### config.mk
export PLATFORM = sky130hd
export DESIGN_NAME = shm_top
export DESIGN_NICKNAME = d
export VERILOG_FILES = /design/src/rtl/shm_pkg.sv /design/src/rtl/shm_sense_if.sv /design/src/rtl/shm_sense.sv /design/src/rtl/shm_top.sv
export VERILOG_INCLUDE_DIRS = /design/src /design/src/rtl
export SDC_FILE = /design/constraint.sdc
export NUM_CORES = 1
export LEC_CHECK = 0
export BUFFER_PORTS_ARGS = -buffer_cell sky130_fd_sc_hd__buf_2
export CELL_PAD_IN_SITES_DETAIL_PLACEMENT = 0
export CELL_PAD_IN_SITES_GLOBAL_PLACEMENT = 1
export CORE_ASPECT_RATIO = 1.75
export CORE_MARGIN = 2
export CORE_UTILIZATION = 47
export DETAILED_ROUTE_END_ITERATION = 8
export GPL_TIMING_DRIVEN = 0
export PLACE_DENSITY = 0.95
export SYNTH_ARGS = -nofsm -noshare
export SYNTH_HDL_FRONTEND = slang
export SYNTH_SLANG_ARGS = --single-unit
### constraint.sdc
create_clock -name sys_clk_in -period 6.69 [get_ports sys_clk_in]
set_input_delay 0.669 -clock sys_clk_in [delete_from_list [all_inputs] [get_ports sys_clk_in]]
set_output_delay 0.669 -clock sys_clk_in [all_outputs]
set_load 0.01 [all_outputs]
### src/rtl/shm_defines.svh
/*
  Constants for the homing method sequencer: method numbers, status codes,
  timing counts. Assumes inclusion by bare name from rtl/.
*/
`ifndef SHM_DEFINES_SVH
`define SHM_DEFINES_SVH
`define SHM_METH_DOG_Z_POS 8'h01
`define SHM_METH_DOG_Z_NEG 8'h21
`define SHM_METH_CNT_Z_POS 8'h02
`define SHM_METH_CNT_Z_NEG 8'h22
`define SHM_METH_DATA_SET 8'h03
`define SHM_METH_STOP_POS 8'h04
`define SHM_METH_STOP_NEG 8'h24
`define SHM_METH_DOG_R_POS 8'h06
`define SHM_METH_DOG_R_NEG 8'h26
`define SHM_CW_START_BIT 4
`define SHM_CW_HALT_BIT 8
`define SHM_SW_TGT_BIT 10
`define SHM_SW_ATT_BIT 12
`define SHM_SW_ERR_BIT 13
`define SHM_ST_PROGRESS 3'h0
`define SHM_ST_IDLE 3'h1
`define SHM_ST_ATT_NOTGT 3'h2
`define SHM_ST_DONE 3'h3
`define SHM_ST_ERR_MOVE 3'h4
`define SHM_ST_ERR_REST 3'h5
`define SHM_WARN_INCOMPLETE 12'h905
`define SHM_STOP_TIME_NS 1000000
`define SHM_CLK_PERIOD_NS 10
`define SHM_STOP_CYCLES (`SHM_STOP_TIME_NS / `SHM_CLK_PERIOD_NS)
`endif

### src/rtl/shm_pkg.sv
/*
  Types for the homing method sequencer.
  Assumes shm_defines.svh is available on the include path.
*/
package shm_pkg;
  typedef enum logic [3:0] {
    SHM_IDLE = 4'h0,
    SHM_SEEK_DOG = 4'h1,
    SHM_ON_DOG = 4'h3,
    SHM_TRAVEL = 4'h2,
    SHM_WAIT_Z = 4'h6,
    SHM_STOPPER = 4'h7,
    SHM_DONE = 4'h5,
    SHM_ERROR = 4'h4
  } shm_state_t;
endpackage

### src/rtl/shm_sense_if.sv
/*
  Interface carrying synchronised sensor levels and edges from the
  input conditioner to the sequencer. Single clock domain assumed.
*/
`timescale 1ns/1ps
`default_nettype none
interface shm_sense_if;
  logic dog;
  logic dog_rise;
  logic dog_fall;
  logic z_pulse;
  logic stall;
  modport src (output dog, output dog_rise, output dog_fall, output z_pulse, output stall);
  modport dst (input dog, input dog_rise, input dog_fall, input z_pulse, input stall);
endinterface
`default_nettype wire

### src/rtl/shm_sense.sv
/*
  Three-flop conditioner for the dog, Z-phase and stopper pins.
  Assumes pins asynchronous to sys_clk_in; a change counts when stages 2 and 3 agree.
*/
`timescale 1ns/1ps
`default_nettype none
module shm_sense #(
  parameter int N = 3
) (
  input wire logic sys_clk_in,
  input wire logic nrst_in,
  input wire logic [N-1:0] pins_in,
  shm_sense_if.src sense
);
  logic [N-1:0] s1_r, s2_r, s3_r, lvl_r;
  genvar g;
  generate
    for (g = 0; g < N; g++) begin : g_sync
      always_ff @(posedge sys_clk_in or negedge nrst_in) begin
        if (!nrst_in) begin
          s1_r[g] <= 1'b0;
          s2_r[g] <= 1'b0;
          s3_r[g] <= 1'b0;
          lvl_r[g] <= 1'b0;
        end else begin
          s1_r[g] <= pins_in[g];
          s2_r[g] <= s1_r[g];
          s3_r[g] <= s2_r[g];
          if (s2_r[g] == s3_r[g]) begin
            lvl_r[g] <= s3_r[g];
          end
        end
      end
    end
  endgenerate
  logic [N-1:0] nxt;
  assign nxt = (s2_r == s3_r) ? s3_r : lvl_r;
  assign sense.dog = lvl_r[0];
  assign sense.dog_rise = nxt[0] & ~lvl_r[0];
  assign sense.dog_fall = ~nxt[0] & lvl_r[0];
  assign sense.z_pulse = nxt[1] & ~lvl_r[1];
  assign sense.stall = lvl_r[2];
endmodule
`default_nettype wire

### src/rtl/shm_top.sv
/*
  Homing method sequencer: runs the selected homing method and reports
  status bits 13/12/10. Assumes one clock; speed profile generated elsewhere.
*/
`timescale 1ns/1ps
`default_nettype none
`include "shm_defines.svh"
module shm_top #(
  parameter int PW = 32,
  parameter int STOP_CYCLES = `SHM_STOP_CYCLES
) (
  input wire logic sys_clk_in,
  input wire logic nrst_in,
  input wire logic [7:0] homing_method_in,
  input wire logic [15:0] control_word_in,
  input wire logic homing_operation_mode_in,
  input wire logic op_enabled_in,
  input wire logic z_required_in,
  input wire logic travel_direction_polarity_in,
  input wire logic homing_polarity_reflect_select_in,
  input wire logic dog_in,
  input wire logic z_phase_in,
  input wire logic stopper_in,
  input wire logic target_reached_in,
  input wire logic signed [PW-1:0] position_in,
  input wire logic signed [PW-1:0] travel_dist_in,
  input wire logic signed [PW-1:0] shift_dist_in,
  output logic [15:0] status_bits_out,
  output logic move_out,
  output logic dir_neg_out,
  output logic decel_out,
  output logic halt_out,
  output logic home_set_out,
  output logic signed [PW-1:0] home_pos_out,
  output logic [11:0] warning_code_out,
  output logic warning_out
);
  shm_sense_if sense();
  shm_sense #(.N(3)) u_sense (
    .sys_clk_in(sys_clk_in),
    .nrst_in(nrst_in),
    .pins_in({stopper_in, z_phase_in, dog_in}),
    .sense(sense)
  );

  function automatic logic meth_neg(input logic [7:0] m);
    meth_neg = m[5];
  endfunction

  function automatic logic meth_ok(input logic [7:0] m);
    case (m)
      `SHM_METH_DOG_Z_POS, `SHM_METH_DOG_Z_NEG, `SHM_METH_CNT_Z_POS,
      `SHM_METH_CNT_Z_NEG, `SHM_METH_DATA_SET, `SHM_METH_STOP_POS,
      `SHM_METH_STOP_NEG, `SHM_METH_DOG_R_POS, `SHM_METH_DOG_R_NEG: meth_ok = 1'b1;
      default: meth_ok = 1'b0;
    endcase
  endfunction

  shm_pkg::shm_state_t state_r, state_nxt;
  logic [7:0] meth_r;
  logic start_r, z_seen_r, halt_s, start_s, start_edge, dog_seen_r;
  logic signed [PW-1:0] dist_r, origin_r;
  logic [31:0] stall_cnt_r;
  logic [2:0] code;
  logic [4:0] mlo;

  assign start_s = homing_operation_mode_in & control_word_in[`SHM_CW_START_BIT];
  assign halt_s = control_word_in[`SHM_CW_HALT_BIT];
  assign start_edge = start_s & ~start_r;
  assign mlo = meth_r[4:0];

  always_ff @(posedge sys_clk_in or negedge nrst_in) begin
    if (!nrst_in) begin
      start_r <= 1'b0;
    end else begin
      start_r <= start_s;
    end
  end

  // Any Z pulse since reset
  always_ff @(posedge sys_clk_in or negedge nrst_in) begin
    if (!nrst_in) begin
      z_seen_r <= 1'b0;
    end else if (sense.z_pulse) begin
      z_seen_r <= 1'b1;
    end
  end

  // Warning latched at start, cleared on next good start
  always_ff @(posedge sys_clk_in or negedge nrst_in) begin
    if (!nrst_in) begin
      warning_out <= 1'b0;
    end else if (start_edge && state_r == shm_pkg::SHM_IDLE) begin
      warning_out <= z_required_in & ~z_seen_r;
    end
  end
  assign warning_code_out = warning_out ? `SHM_WARN_INCOMPLETE : 12'h000;

  always_comb begin
    state_nxt = state_r;
    case (state_r)
      shm_pkg::SHM_IDLE: begin
        if (start_edge) begin
          if (!meth_ok(homing_method_in)) begin
            state_nxt = shm_pkg::SHM_ERROR;
          end else if (homing_method_in == `SHM_METH_DATA_SET) begin
            state_nxt = op_enabled_in ? shm_pkg::SHM_DONE : shm_pkg::SHM_ERROR;
          end else if (z_required_in && !z_seen_r) begin
            state_nxt = shm_pkg::SHM_ERROR;
          end else if (homing_method_in[4:0] == 5'h04) begin
            state_nxt = shm_pkg::SHM_STOPPER;
          end else begin
            state_nxt = shm_pkg::SHM_SEEK_DOG;
          end
        end
      end
      shm_pkg::SHM_SEEK_DOG: begin
        if (sense.dog_rise) begin
          state_nxt = (mlo == 5'h02) ? shm_pkg::SHM_TRAVEL : shm_pkg::SHM_ON_DOG;
        end
      end
      shm_pkg::SHM_ON_DOG: begin
        if (sense.dog_fall) begin
          state_nxt = (mlo == 5'h01) ? shm_pkg::SHM_WAIT_Z : shm_pkg::SHM_TRAVEL;
        end
      end
      shm_pkg::SHM_TRAVEL: begin
        if (dist_r >= travel_dist_in) begin
          state_nxt = (mlo == 5'h02) ? shm_pkg::SHM_WAIT_Z : shm_pkg::SHM_DONE;
        end
      end
      shm_pkg::SHM_WAIT_Z: begin
        if (sense.z_pulse) begin
          state_nxt = shm_pkg::SHM_DONE;
        end
      end
      shm_pkg::SHM_STOPPER: begin
        if (stall_cnt_r >= 32'(STOP_CYCLES - 1)) begin
          state_nxt = shm_pkg::SHM_DONE;
        end
      end
      shm_pkg::SHM_DONE, shm_pkg::SHM_ERROR: begin
        if (start_edge) begin
          state_nxt = shm_pkg::SHM_IDLE;
        end
      end
      default: state_nxt = shm_pkg::SHM_IDLE;
    endcase
    // Dropping the start bit mid-sequence interrupts it
    if (!start_s && state_r != shm_pkg::SHM_DONE && state_r != shm_pkg::SHM_ERROR) begin
      state_nxt = shm_pkg::SHM_IDLE;
    end
  end

  always_ff @(posedge sys_clk_in or negedge nrst_in) begin
    if (!nrst_in) begin
      state_r <= shm_pkg::SHM_IDLE;
    end else if (!halt_s || state_nxt == shm_pkg::SHM_IDLE) begin
      state_r <= state_nxt;
    end
  end

  always_ff @(posedge sys_clk_in or negedge nrst_in) begin
    if (!nrst_in) begin
      meth_r <= 8'h00;
      dog_seen_r <= 1'b0;
    end else if (state_r == shm_pkg::SHM_IDLE && start_edge) begin
      meth_r <= homing_method_in;
      dog_seen_r <= 1'b0;
    end else if (sense.dog_rise) begin
      dog_seen_r <= 1'b1;
    end
  end

  // Travel distance measured from the edge that opens the count
  always_ff @(posedge sys_clk_in or negedge nrst_in) begin
    if (!nrst_in) begin
      origin_r <= '0;
      dist_r <= '0;
    end else if (state_r != shm_pkg::SHM_TRAVEL) begin
      origin_r <= position_in;
      dist_r <= '0;
    end else begin
      dist_r <= meth_neg(meth_r) ? (origin_r - position_in) : (position_in - origin_r);
    end
  end

  always_ff @(posedge sys_clk_in or negedge nrst_in) begin
    if (!nrst_in) begin
      stall_cnt_r <= 32'h0000_0000;
    end else if (state_r == shm_pkg::SHM_STOPPER && sense.stall) begin
      stall_cnt_r <= stall_cnt_r + 32'h0000_0001;
    end else begin
      stall_cnt_r <= 32'h0000_0000;
    end
  end

  // Home position latch
  always_ff @(posedge sys_clk_in or negedge nrst_in) begin
    if (!nrst_in) begin
      home_pos_out <= '0;
      home_set_out <= 1'b0;
    end else begin
      home_set_out <= 1'b0;
      if (state_nxt == shm_pkg::SHM_DONE && state_r != shm_pkg::SHM_DONE && !halt_s) begin
        home_set_out <= 1'b1;
        if (mlo == 5'h03 || mlo == 5'h04) begin
          home_pos_out <= position_in;
        end else begin
          home_pos_out <= position_in + shift_dist_in;
        end
      end
    end
  end

  logic moving;
  assign moving = state_r == shm_pkg::SHM_SEEK_DOG || state_r == shm_pkg::SHM_ON_DOG ||
                  state_r == shm_pkg::SHM_TRAVEL || state_r == shm_pkg::SHM_WAIT_Z ||
                  state_r == shm_pkg::SHM_STOPPER;

  always_ff @(posedge sys_clk_in or negedge nrst_in) begin
    if (!nrst_in) begin
      move_out <= 1'b0;
      dir_neg_out <= 1'b0;
      decel_out <= 1'b0;
      halt_out <= 1'b0;
    end else begin
      move_out <= moving & ~halt_s;
      halt_out <= halt_s;
      dir_neg_out <= meth_neg(meth_r) ^
                     (travel_direction_polarity_in & homing_polarity_reflect_select_in);
      decel_out <= moving && dog_seen_r && state_r != shm_pkg::SHM_STOPPER;
    end
  end

  always_comb begin
    case (state_r)
      shm_pkg::SHM_IDLE: code = `SHM_ST_IDLE;
      shm_pkg::SHM_DONE: code = target_reached_in ? `SHM_ST_DONE : `SHM_ST_ATT_NOTGT;
      shm_pkg::SHM_ERROR: code = `SHM_ST_ERR_REST;
      default: code = halt_s ? `SHM_ST_IDLE : `SHM_ST_PROGRESS;
    endcase
  end

  always_ff @(posedge sys_clk_in or negedge nrst_in) begin
    if (!nrst_in) begin
      status_bits_out <= 16'h0400;
    end else begin
      status_bits_out <= 16'h0000;
      status_bits_out[`SHM_SW_ERR_BIT] <= code[2];
      status_bits_out[`SHM_SW_ATT_BIT] <= code[1];
      status_bits_out[`SHM_SW_TGT_BIT] <= code[0];
    end
  end

  property p_unsupported;
    @(posedge sys_clk_in) disable iff (!nrst_in)
    (state_r == shm_pkg::SHM_IDLE && start_edge && !meth_ok(homing_method_in))
      |=> state_r == shm_pkg::SHM_ERROR ##1 (!move_out && status_bits_out[13]);
  endproperty
  a_unsupported: assert property (p_unsupported) else $error("bad method not refused");

  property p_dataset_off;
    @(posedge sys_clk_in) disable iff (!nrst_in)
    (state_r == shm_pkg::SHM_IDLE && start_edge && !op_enabled_in &&
     homing_method_in == `SHM_METH_DATA_SET) |=> state_r == shm_pkg::SHM_ERROR;
  endproperty
  a_dataset_off: assert property (p_dataset_off) else $error("data set ran servo off");

  property p_warn;
    @(posedge sys_clk_in) disable iff (!nrst_in)
    (state_r == shm_pkg::SHM_IDLE && start_edge && z_required_in && !z_seen_r)
      |=> warning_out && warning_code_out == `SHM_WARN_INCOMPLETE;
  endproperty
  a_warn: assert property (p_warn) else $error("missing incomplete warning");

  property p_dir;
    @(posedge sys_clk_in) disable iff (!nrst_in)
    ##1 dir_neg_out == ($past(meth_r[5]) ^
      ($past(travel_direction_polarity_in) & $past(homing_polarity_reflect_select_in)));
  endproperty
  a_dir: assert property (p_dir) else $error("direction polarity wrong");

  property p_z_home;
    @(posedge sys_clk_in) disable iff (!nrst_in)
    (state_r == shm_pkg::SHM_WAIT_Z && sense.z_pulse && start_s && !halt_s)
      |=> home_set_out && home_pos_out == $past(position_in) + $past(shift_dist_in);
  endproperty
  a_z_home: assert property (p_z_home) else $error("Z home not latched");

  property p_stop_noshift;
    @(posedge sys_clk_in) disable iff (!nrst_in)
    (home_set_out && meth_r[4:0] == 5'h04) |-> home_pos_out == $past(position_in);
  endproperty
  a_stop_noshift: assert property (p_stop_noshift) else $error("stopper shifted");

  property p_rear;
    @(posedge sys_clk_in) disable iff (!nrst_in)
    (state_r == shm_pkg::SHM_ON_DOG && sense.dog_fall && start_s && !halt_s &&
     meth_r[4:0] == 5'h06) |=> state_r == shm_pkg::SHM_TRAVEL;
  endproperty
  a_rear: assert property (p_rear) else $error("rear edge not followed");

  property p_count;
    @(posedge sys_clk_in) disable iff (!nrst_in)
    (state_r == shm_pkg::SHM_TRAVEL && dist_r >= travel_dist_in && start_s && !halt_s &&
     meth_r[4:0] == 5'h02) |=> state_r == shm_pkg::SHM_WAIT_Z;
  endproperty
  a_count: assert property (p_count) else $error("count travel not ended");

  property p_status;
    @(posedge sys_clk_in) disable iff (!nrst_in)
    (state_r == shm_pkg::SHM_IDLE) |=> status_bits_out[13:10] == 4'h1;
  endproperty
  a_status: assert property (p_status) else $error("idle status wrong");

  property p_halt;
    @(posedge sys_clk_in) disable iff (!nrst_in)
    halt_s |=> !move_out && halt_out;
  endproperty
  a_halt: assert property (p_halt) else $error("halt not obeyed");

  property p_method;
    @(posedge sys_clk_in) disable iff (!nrst_in)
    (state_r == shm_pkg::SHM_IDLE && start_edge) |=> meth_r == $past(homing_method_in);
  endproperty
  a_method: assert property (p_method) else $error("method not captured");
endmodule
`default_nettype wire

Yosys cells after proc, flatten, opt, wreduce, memory -nomap -nowiden
Cells that the tools add are included.
{"block": "totals", "elab_cells": 134, "input_bits": 131, "ff_bits": 162, "output_inout_bits": 66}
{"block": "classes", "addsub": 4, "order_cmp": 2, "bitwise": 15, "n_mux": 32, "n_eq_ne": 30, "reduce_logical": 23}
{"operator": "32-bit two-way mux", "count": 4}
{"operator": "32-bit subtractor", "count": 2}
{"operator": "32-bit by 1-bit adder with 32-bit output (second input constant)", "count": 1}
{"operator": "32-bit adder", "count": 1}
{"operator": "8-bit by 6-bit == test with 1-bit output (second input constant)", "count": 4}
{"operator": "32-bit by 17-bit >= comparator with 1-bit output (second input constant)", "count": 1}
{"operator": "32-bit >= comparator", "count": 1}
{"operator": "4-bit two-way mux", "count": 8}
{"operator": "4-bit one-hot mux with 7 select lines", "count": 1}
{"operator": "4-bit by 3-bit == test with 1-bit output (second input constant)", "count": 5}
{"operator": "8-bit by 2-bit == test with 1-bit output (second input constant)", "count": 2}
{"operator": "8-bit by 3-bit == test with 1-bit output (second input constant)", "count": 2}
{"operator": "3-bit two-way mux", "count": 5}
{"operator": "12-bit two-way mux", "count": 1}
{"operator": "4-bit by 3-bit inequality test with 1-bit output (second input constant)", "count": 3}
{"operator": "5-bit by 2-bit == test with 1-bit output (second input constant)", "count": 2}
{"operator": "5-bit by 3-bit == test with 1-bit output (second input constant)", "count": 2}
{"operator": "1-bit two-way mux", "count": 10}
{"operator": "1-bit logical AND", "count": 9}
{"operator": "3-bit one-hot mux with 3 select lines", "count": 1}
{"operator": "9-bit OR reduction", "count": 1}
{"operator": "1-bit AND", "count": 8}
{"operator": "4-bit by 2-bit == test with 1-bit output (second input constant)", "count": 2}
{"operator": "8-bit by 1-bit == test with 1-bit output (second input constant)", "count": 1}
{"operator": "13 further kinds", "count": 29}

Depth between registers and ports, before layout
Gate-level depths: netlist of run 1.
{"block": "depth", "ltp_word": 13, "depth_mapped": 13}

Modules after synthesis
Synthesis of run 1 repeated with hierarchy kept, for this count alone.
{"block": "unflattened", "hier_cells": 1453, "area_unflattened_um2": 12155.4}
{"mod": "shm_top", "area_per_inst_um2": 11761.3, "instances": 1, "cells_per_inst": 1429}
{"mod": "shm_sense", "area_per_inst_um2": 394.1, "instances": 1, "cells_per_inst": 24}

Worst setup path before layout of run 1
Ideal clock, no wire load.
{"block": "synth_path", "kind": "input to register", "from": "input position_in[0]", "to": "register dist_r[30]", "setup_slack_ns": 3.494, "path_stages": 13, "required_ns": 6.560, "n_path_buf": 0, "t_arrival_ns": 3.066, "path_cell_list": "inv_1 ha_1 inv_1 fa_1 a21o_1 a21o_1 a2111oi_0 o311ai_0 nand3_1 a21oi_1 a311oi_1 or4_1 nand3_1"}
{"block": "synth_via", "elab_chain_cells": 3, "word_cells_on_any_way": 4, "classes_between": "add/sub (2); mux (2)"}
{"element": "start: declaration", "line_no": "shm_top.sv:25", "rtl": "input wire logic signed [PW-1:0] position_in,"}
{"element": "32-bit subtractor", "line_no": "shm_top.sv:184", "rtl": "dist_r <= meth_neg(meth_r) ? (origin_r - position_in) : (position_in - origin_r);"}
{"element": "32-bit two-way mux (*)", "line_no": "shm_top.sv:184"}
{"element": "32-bit two-way mux (*)", "line_no": "shm_top.sv:180", "rtl": "end else if (state_r != shm_pkg::SHM_TRAVEL) begin"}
{"element": "end signal: assignment", "line_no": "shm_top.sv:184"}
{"element": "end: declaration", "line_no": "shm_top.sv:62", "rtl": "logic signed [PW-1:0] dist_r, origin_r;"}
Every way passes the cells marked *; elsewhere a longest branch is shown, timed or not.
A chain may end at the register's enable or synchronous reset.

Worst setup path in the final report of run 1
{"block": "layout_path", "from": "register meth_r[5]", "to": "register dist_r[29]"}
{"block": "layout_via", "elab_chain_cells": 2}
{"element": "start: declaration", "line_no": "shm_top.sv:60", "rtl": "logic [7:0] meth_r;"}
{"element": "start signal: assignment", "line_no": "shm_top.sv:168", "rtl": "meth_r <= homing_method_in;"}
{"element": "32-bit two-way mux", "line_no": "shm_top.sv:184"}
{"element": "32-bit two-way mux", "line_no": "shm_top.sv:180"}
Every way passes these cells.

==> results of run 1 <==
-- final timing paths --
path	start	slack, ns	endpoint
setup / recovery	meth_r[5]	2.97	dist_r[29]
hold / removal	nrst_in	0.12	origin_r[2]
setup reg to reg	meth_r[5]	2.97	dist_r[29]
hold reg to reg	u_sense.s1_r[1]	0.36	u_sense.s2_r[1]
max in group asynchronous	nrst_in	5.70	status_bits_out[12]
min in group sys_clk_in	z_phase_in	0.31	u_sense.s1_r[1]
-- Yosys cell counts (6+ instances only) --
cell type                  number  share of area
sky130_fd_sc_hd__dfrtp_1      161           0.33
sky130_fd_sc_hd__nand2_1      144          0.044
sky130_fd_sc_hd__nor2_1       135          0.041
sky130_fd_sc_hd__a21oi_1      132          0.053
sky130_fd_sc_hd__ha_1         126           0.13
sky130_fd_sc_hd__inv_1        124          0.038
sky130_fd_sc_hd__o21ai_0      117          0.047
sky130_fd_sc_hd__clkbuf_1      50          0.015
sky130_fd_sc_hd__xor2_1        45          0.032
sky130_fd_sc_hd__a21o_1        34          0.021
sky130_fd_sc_hd__nand3_1       34          0.014
sky130_fd_sc_hd__xnor2_1       31          0.022
sky130_fd_sc_hd__nand4_1       26          0.013
sky130_fd_sc_hd__buf_4         25          0.015
sky130_fd_sc_hd__nor3_1        22         0.0089
sky130_fd_sc_hd__mux2i_1       17          0.014
sky130_fd_sc_hd__nand2b_1      16         0.0081
sky130_fd_sc_hd__o21bai_1      16         0.0097
sky130_fd_sc_hd__and3_1        15         0.0076
sky130_fd_sc_hd__a211oi_1      14         0.0085
sky130_fd_sc_hd__o21a_1        14         0.0085
sky130_fd_sc_hd__a31oi_1       12         0.0061
sky130_fd_sc_hd__nor4_1        12         0.0061
sky130_fd_sc_hd__o211ai_1      12         0.0073
sky130_fd_sc_hd__mux2_1        11          0.010
sky130_fd_sc_hd__o31ai_1       11         0.0067
sky130_fd_sc_hd__mux2_2        10         0.0091
sky130_fd_sc_hd__nor2b_1       10         0.0051
sky130_fd_sc_hd__or3_1          9         0.0046
sky130_fd_sc_hd__or4_1          6         0.0036
-- metrics by stage --
stage,cell area [sq um],total power [uW],cells,util
3_5_place_dp,13680,1835,1992,0.5288
4_1_cts,14240,2803,2024,0.5507
3_3_place_gp,13640,1820,1991,0.5274
2_1_floorplan,12430,1588,1510,-
6_report,14240,2796,2024,0.5507
5_1_grt,14240,2929,2024,0.5507
-- power by group --
group	switching, uW	total, uW	internal [uW]
Sequential	25.2	1040	1010
Clock	473	968	495
Combinational	482	793	311
-- registers in the layout, indices dropped and copies added (netlist names) --
name,flops
u_sense.s2_r,3
u_sense.s3_r,3
home_pos_out,32
decel_out,1
stall_cnt_r,32
dist_r,32
start_r,1
warning_out,1
halt_out,1
move_out,1
meth_r,6
u_sense.sense.stall,1
z_seen_r,1
dir_neg_out,1
state_r,4
u_sense.lvl_r,1
home_set_out,1
status_bits_out,3
dog_seen_r,1
origin_r,32
u_sense.s1_r,3
u_sense.sense.dog,1
-- cell type report --
type,count,area [sq um],share of cell area
buffer,83,416.7,0.02926
sequential,162,4055,0.2847
inverter,125,469.2,0.03295
tap,320,400.4,0.02811
timing repair buffer,162,843.3,0.05922
clock buffer,18,429.2,0.03014
clock inverter,14,135.1,0.009489
multi-input combinational,1140,7492,0.5261
-- cell usage in the layout, fill, tap and decap left out, types with 45 or more instances in the layout --
cell type                  Yosys  final
sky130_fd_sc_hd__a21oi_1     132    132
sky130_fd_sc_hd__buf_2         3    163
sky130_fd_sc_hd__clkbuf_1     50     51
sky130_fd_sc_hd__dfrtp_1     161    161
sky130_fd_sc_hd__ha_1        126    126
sky130_fd_sc_hd__inv_1       124    124
sky130_fd_sc_hd__nand2_1     144    144
sky130_fd_sc_hd__nor2_1      135    135
sky130_fd_sc_hd__o21ai_0     117    117
sky130_fd_sc_hd__xor2_1       45     45
-- per-layer routing --
| metal | share of wire | vias up | GRT usage |
|---|---|---|---|
| li1 | - | 5559 | - |
| met2 | 0.55 | 339 | 0.4852 |
| met3 | 0.036 | 87 | 0.03060 |
| met4 | 0.044 | 0 | 0.1267 |
| met1 | 0.37 | 5328 | 0.2622 |
| met5 | 0 | - | 0 |
-- logic make-up (layout without fill, tap and decap cells) --
kind of cell             after synthesis  in the layout  share of synthesized area
AND/OR/NAND/NOR                      455            455                     0.1723
AO/OA/AOI/OAI                        417            417                     0.2058
buffers and inverters                208            402                    0.07170
flip-flops                           162            162                     0.3282
adder cells (fa/ha/maj)              132            132                     0.1349
XOR/XNOR                              76             76                    0.05388
multiplexers                          38             38                    0.03291
other                                  1             22                  0.0003035
==> run summary, run 1 <==
WORST SETUP PATH
------------------------------------------------------------------------------------------------------
Cell with the largest stage delay on the worst path                                       sky130_fd_sc_hd__buf_1
Kind of start point of the critical path                                                          flop
Crit path top cell by count                                                               sky130_fd_sc_hd__clkbuf_1
Category of cells accounting for the largest share of critical-path delay                 buffers and inverters
Highest fanout seen on the critical path                                                            10
Critical path endpoint category                                                                   flop
Largest stage delay on the critical path                                                       0.68 ns
Critical path depth                                                                                  9
Data arrival time of the critical path                                                         4.09 ns
Number of buffers and inverters on the critical path                                                 5
Worst path cell trace                                                                     clkbuf_1, clkbuf_1, buf_2, clkbuf_1, buf_1, o211ai_1, o21a_1, o21a_1, nor3_1
Critical path type                                                                        flop to flop
FF-to-FF path depth                                                                                  9
CP required                                                                                    7.07 ns

CLOCK NETWORK
------------------------------------------------------------------------------------------------------
Insertion delay to the later sink of the worst-skew pair                                       0.47 ns
# Post-CTS Setup Buffers                                                                             0
Clock transition at the register clock pins on the worst setup and hold paths after CTS        0.07 ns
Root buffer cell                                                                          sky130_fd_sc_hd__clkbuf_16
Num Clock Sinks                                                                                    162
H-Tree Level Count                                                                                   4
Post-cts hold buffer count                                                                           0
Number of buffers added by the clock tree synthesis step                                            17
Number of gates given a new drive strength after cts                                                 0
Clock tree from TritonCTS                                                                          yes
Buffer levels on the longest clock path                                                              2

YOSYS
------------------------------------------------------------------------------------------------------
Post-synth EDFFs                                                                                     0
Netlist Area Pre-Place                                                                    0.01235 sq mm
Warning count from the yosys run                                                                     0
Most used flip-flop cell after synthesis                                                  sky130_fd_sc_hd__dfrtp_1
Sequential area share after synthesis                                                           0.3282
Mean cell area of the mapped netlist                                                       8.297 sq um
Share of async-settable or async-resettable flops after synthesis                                1.000
Number of instances in the synthesized netlist                                                    1489
Synth cell types                                                                                    72
Post-synthesis register bit count                                                                  162

ROUTING
------------------------------------------------------------------------------------------------------
Detailed-route wire length per cell                                                           17.19 um
Total length of routed wires                                                                  34800 um
Ratio of routed vias to standard cells                                                           5.589
Iteration-0 DRC count of the detailed router                                                       700
Residual DRC                                                                                         0
Number of vias after detailed routing                                                            11310
Antenna violation net count after detailed routing                                                   0
Length of the first detailed-routing pass in iterations                                              6

STA
------------------------------------------------------------------------------------------------------
Worst clock skew                                                                            0.01434 ns
Slew at the pin closest to its max-slew limit                                                0.8739 ns
Hold Slack                                                                                   0.1215 ns
Final count of negative-setup-slack endpoints                                                        0
Maximum clock frequency                                                                     0.2691 GHz
Final worst slack                                                                             2.974 ns
RSZ-0062 raised after global routing                                                                no
Final-report hold violation count                                                                    0
Final clock period utilization by the worst path                                                0.5554
Final min period                                                                              3.716 ns
Worst relative slew slack                                                                       0.4174
Final number of max-transition violations                                                            0
Final-layout setup total negative slack                                                           0 ns

PLACED DESIGN
------------------------------------------------------------------------------------------------------
Setup WS pre-CTS                                                                              2.635 ns
Number of input and output port buffers inserted                                                   161
Final RePlAce weighted congestion                                                               0.9264
HPWL after detailed placement                                                                 27860 um

HOLD PATH
------------------------------------------------------------------------------------------------------
Tightest Hold Check Type                                                                  input pin to async pin

FLOORPLANNING
------------------------------------------------------------------------------------------------------
IO Count                                                                                           197
Initial cell density of the core                                                                0.4777
Standard cell core area                                                                   0.02586 sq mm
Full die area                                                                             0.02765 sq mm
Chip Height                                                                                   218.5 um
Standard-cell rows                                                                                  78
Die X                                                                                         126.6 um

CELLS AND AREA
------------------------------------------------------------------------------------------------------
Antenna diode count                                                                                  0
Fraction of final layout cells with drive strength greater than 1                               0.1420
Fill count                                                                                        2448
Number of nets at the end of the flow                                                             1951
Area growth, synth to finish                                                                    15.27%

POWER
------------------------------------------------------------------------------------------------------
Max VDD drop                                                                               0.0001879 V
Leak pwr                                                                                   0.006995 uW
Pwr Density                                                                               196.3 mW/mm^2

GLOBAL ROUTE
------------------------------------------------------------------------------------------------------
Number of global-route vias before repair                                                        11330
Initial antenna violation count                                                                      0
Overflow left after global routing                                                                   0
Largest net degree at the start of global routing                                                  111
Global router's overall resource usage                                                          0.2515
First-pass GRT wire length                                                                    55310 um

RUN
------------------------------------------------------------------------------------------------------
Count of maximum capacitance violations                                                              0

RUN STATUS
------------------------------------------------------------------------------------------------------
Status                                                                                    finished, final reports clean

(Power assumes the default switching activity.)
==> inputs of run 2 (changes only) <==
--- a/config.mk
+++ b/config.mk
@@ -11,10 +11,10 @@
 export CELL_PAD_IN_SITES_GLOBAL_PLACEMENT = 1
 export CORE_ASPECT_RATIO = 1.75
 export CORE_MARGIN = 2
-export CORE_UTILIZATION = 47
+export CORE_UTILIZATION = 39
 export DETAILED_ROUTE_END_ITERATION = 8
 export GPL_TIMING_DRIVEN = 0
-export PLACE_DENSITY = 0.95
+export PLACE_DENSITY = 0.85
 export SYNTH_ARGS = -nofsm -noshare
 export SYNTH_HDL_FRONTEND = slang
 export SYNTH_SLANG_ARGS = --single-unit
==> constraint.sdc (replaced) <==
create_clock -name sys_clk_in -period 3.23 [get_ports sys_clk_in]
set_input_delay 0.323 -clock sys_clk_in [delete_from_list [all_inputs] [get_ports sys_clk_in]]
set_output_delay 0.323 -clock sys_clk_in [all_outputs]
set_load 0.01 [all_outputs]
==> run 2 against run 1 <==
Core utilization fell by 8.7 points. Critical path type is now input pin to flop. Cell area rose by 1.8%. Flip-flop and latch count did not move. Clock power rose by 110%.
==> run summary, run 2 (synthesized netlist as in run 1, its figures left out) <==
PLACED DESIGN
------------------------------------------------------------------------------------------------------
Placed Cells incl. Taps                                                                           2068   +3.8%
HPWL after detailed placement                                                                 28910 um   +3.7%
Final RePlAce weighted congestion                                                               0.9175   -0.96%
Number of input and output port buffers inserted                                                   161   unchanged

WORST SETUP PATH
------------------------------------------------------------------------------------------------------
CP required                                                                                    3.62 ns   -3.45 ns
Category of cells accounting for the largest share of critical-path delay                 compound AO/OA/AOI/OAI gates
Cell with the largest stage delay on the worst path                                       sky130_fd_sc_hd__o41a_1
Worst path cell trace                                                                     buf_2, ha_1, inv_1, fa_1, nand2b_1, a211oi_1, o41a_1, o2111ai_1, a2111oi_2, or3b_1, and4_1, o41ai_1, mux2_1
Critical path type                                                                        input pin to flop
Critical path depth                                                                                 13   +4
Largest stage delay on the critical path                                                       0.46 ns   -0.22 ns
Number of buffers and inverters on the critical path                                                 2   -3
Kind of start point of the critical path                                                     input pin
Highest fanout seen on the critical path                                                             4   -6
FF-to-FF path depth                                                                                 13   +4
Data arrival time of the critical path                                                         3.55 ns   -0.54 ns
Critical path endpoint category                                                                   flop

ROUTING
------------------------------------------------------------------------------------------------------
Total length of routed wires                                                                  35610 um   +2.3%
Number of vias after detailed routing                                                            11350   +0.34%
Iteration-0 DRC count of the detailed router                                                       556   -21%
Length of the first detailed-routing pass in iterations                                              5   -1
Residual DRC                                                                                         0   unchanged
Detailed-route wire length per cell                                                           16.92 um   -1.6%
Antenna violation net count after detailed routing                                                   0   unchanged
Ratio of routed vias to standard cells                                                           5.393   -3.5%

CELLS AND AREA
------------------------------------------------------------------------------------------------------
Register area                                                                             0.004055 sq mm   unchanged
Fraction of the core area covered by cells at the end of the flow                               0.4632   -0.08749
Most common cell after layout, fill and taps aside                                        sky130_fd_sc_hd__buf_2
Area growth, synth to finish                                                                    17.39%
Number of nets at the end of the flow                                                             1956   +0.26%
Area of combinational cells with multiple inputs                                          0.007571 sq mm   +1.1%
Fill count                                                                                        3077   +26%
Most frequent cells in the layout                                                         sky130_fd_sc_hd__buf_2, sky130_fd_sc_hd__dfrtp_1, sky130_fd_sc_hd__nand2_1
Fraction of final layout cells with drive strength greater than 1                               0.1533   +0.01129
Antenna diode count                                                                                  0   unchanged
Non-filler instance count after layout                                                            2105   +4.0%

HOLD PATH
------------------------------------------------------------------------------------------------------
Tightest Hold Check Type                                                                  input pin to flop
Number of cells on the worst hold path                                                               1

RUN STATUS
------------------------------------------------------------------------------------------------------
Status                                                                                    finished, final reports clean

STA
------------------------------------------------------------------------------------------------------
Maximum clock frequency                                                                     0.3159 GHz
Worst relative slew slack                                                                       0.5121   +0.09470
Final min period                                                                              3.166 ns
Final-report hold violation count                                                                    0   unchanged
Slew at the pin closest to its max-slew limit                                                0.7319 ns   -0.1421 ns
Final count of negative-setup-slack endpoints                                                        0   unchanged
Final number of max-transition violations                                                            0   unchanged
Worst clock skew                                                                            0.01667 ns   +0.002328 ns
Final clock period utilization by the worst path                                                0.9800
RSZ-0062 raised after global routing                                                                no

GLOBAL ROUTE
------------------------------------------------------------------------------------------------------
First-pass GRT wire length                                                                    56420 um   +2.0%
Overflow left after global routing                                                                   0   unchanged
Largest net degree at the start of global routing                                                  104   -6.3%
Number of global-route vias before repair                                                        11410   +0.71%
Initial antenna violation count                                                                      0   unchanged
Global router's overall resource usage                                                          0.2122   -0.03929

POWER
------------------------------------------------------------------------------------------------------
Max VDD drop                                                                               0.0003938 V   +110%
Part of the total power dissipated in combinational logic                                        0.284   about the same
Leak pwr                                                                                   0.007073 uW   +1.1%
Sw frac                                                                                         0.3439   -0.006502
Sequential share of power                                                                        0.367   -0.003
Pwr Density                                                                               404.5 mW/mm^2   +110%
Final Total Pwr                                                                                5866 uW   +110%
Switching power total                                                                          2017 uW   +110%
Design internal power                                                                          3848 uW   +110%
Fraction of power consumed by the clock network                                                  0.349   +0.003

FLOORPLANNING
------------------------------------------------------------------------------------------------------
Chip Height                                                                                   239.5 um   +9.6%
Standard-cell rows                                                                                  86   +10%
Full die area                                                                             0.03317 sq mm   +20%
IO Count                                                                                           197   unchanged
Die X                                                                                         138.5 um   +9.5%
Standard cell core area                                                                   0.03131 sq mm   +21%
Initial cell density of the core                                                                0.3945   -0.08315

CLOCK NETWORK
------------------------------------------------------------------------------------------------------
Buffer levels on the longest clock path                                                              2   unchanged
Num Clock Sinks                                                                                    162   unchanged
Insertion delay to the later sink of the worst-skew pair                                       0.45 ns   -0.02 ns
Clock tree from TritonCTS                                                                          yes
H-Tree Level Count                                                                                   4   unchanged
Number of buffers added by the clock tree synthesis step                                            17   unchanged
Clock transition at the register clock pins on the worst setup and hold paths after CTS        0.07 ns   about the same
Root buffer cell                                                                          sky130_fd_sc_hd__clkbuf_16

RUN
------------------------------------------------------------------------------------------------------
Count of maximum capacitance violations                                                              0   unchanged

## run 2: through the flow
stage	hold slack (ns)	setup WS (ns)	area, sq um	setup TNS (ns)
2_1_floorplan	0.02741	0.3221	12430	0
3_3_place_gp	0.3367	-0.7284	13730	-122.01
3_5_place_dp	0.2854	-0.6529	13770	-13.83
4_1_cts	0.02783	0.04540	14450	0
5_1_grt	0.03451	0.002282	14500	0
6_report	0.05173	0.06449	14500	0
## run 2: final cells by class
cell class / instances / area share
plain buffers: 82 / 0.02933
clock buffers: 18 / 0.02959
clock inverters: 14 / 0.01096
inverters: 125 / 0.03235
multi-input cells: 1140 / 0.5220
flip-flops and latches: 162 / 0.2796
well taps: 396 / 0.03416
repair buffers: 168 / 0.06194
## run 2: power by group through the flow
stage | sequential [uW] | clock, uW | combinational, uW
floorplan | 2170 | 0 | 1120
global placement | 2180 | 0 | 1620
detailed placement | 2180 | 0 | 1630
CTS | 2140 | 2100 | 1660
global route | 2160 | 2180 | 1840
finish | 2150 | 2050 | 1670
## run 2: final timing paths
path | from | to | slack (ns)
worst min-delay path | control_word_in[8] | halt_out | 0.05
worst max-delay path | position_in[0] | home_pos_out[30] | 0.06
worst min register to register | u_sense.s1_r[2] | u_sense.s2_r[2] | 0.35
max in group asynchronous | nrst_in | state_r[0] | 1.92
worst max register to register | origin_r[0] | dist_r[28] | 0.14
min in group asynchronous | nrst_in | home_pos_out[5] | 0.39
## run 2: metal layers
layer / wire length [um] / vias up / global-route usage
li1: - / 5585 / -
met1: 13610 / 5407 / 0.2238
met2: 19220 / 278 / 0.4107
met3: 1045 / 82 / 0.02319
met4: 1739 / 0 / 0.1104
met5: 0 / - / 0
## run 2: repair_timing
action | CTS | global route
hold buffers | 4 | 0
resized for setup | 14 | 20
endpoints found under the setup margin | 59 | 56
pin swaps | 1 | 2
endpoints found under the hold margin | 62 | 0
setup buffers | 1 | 1
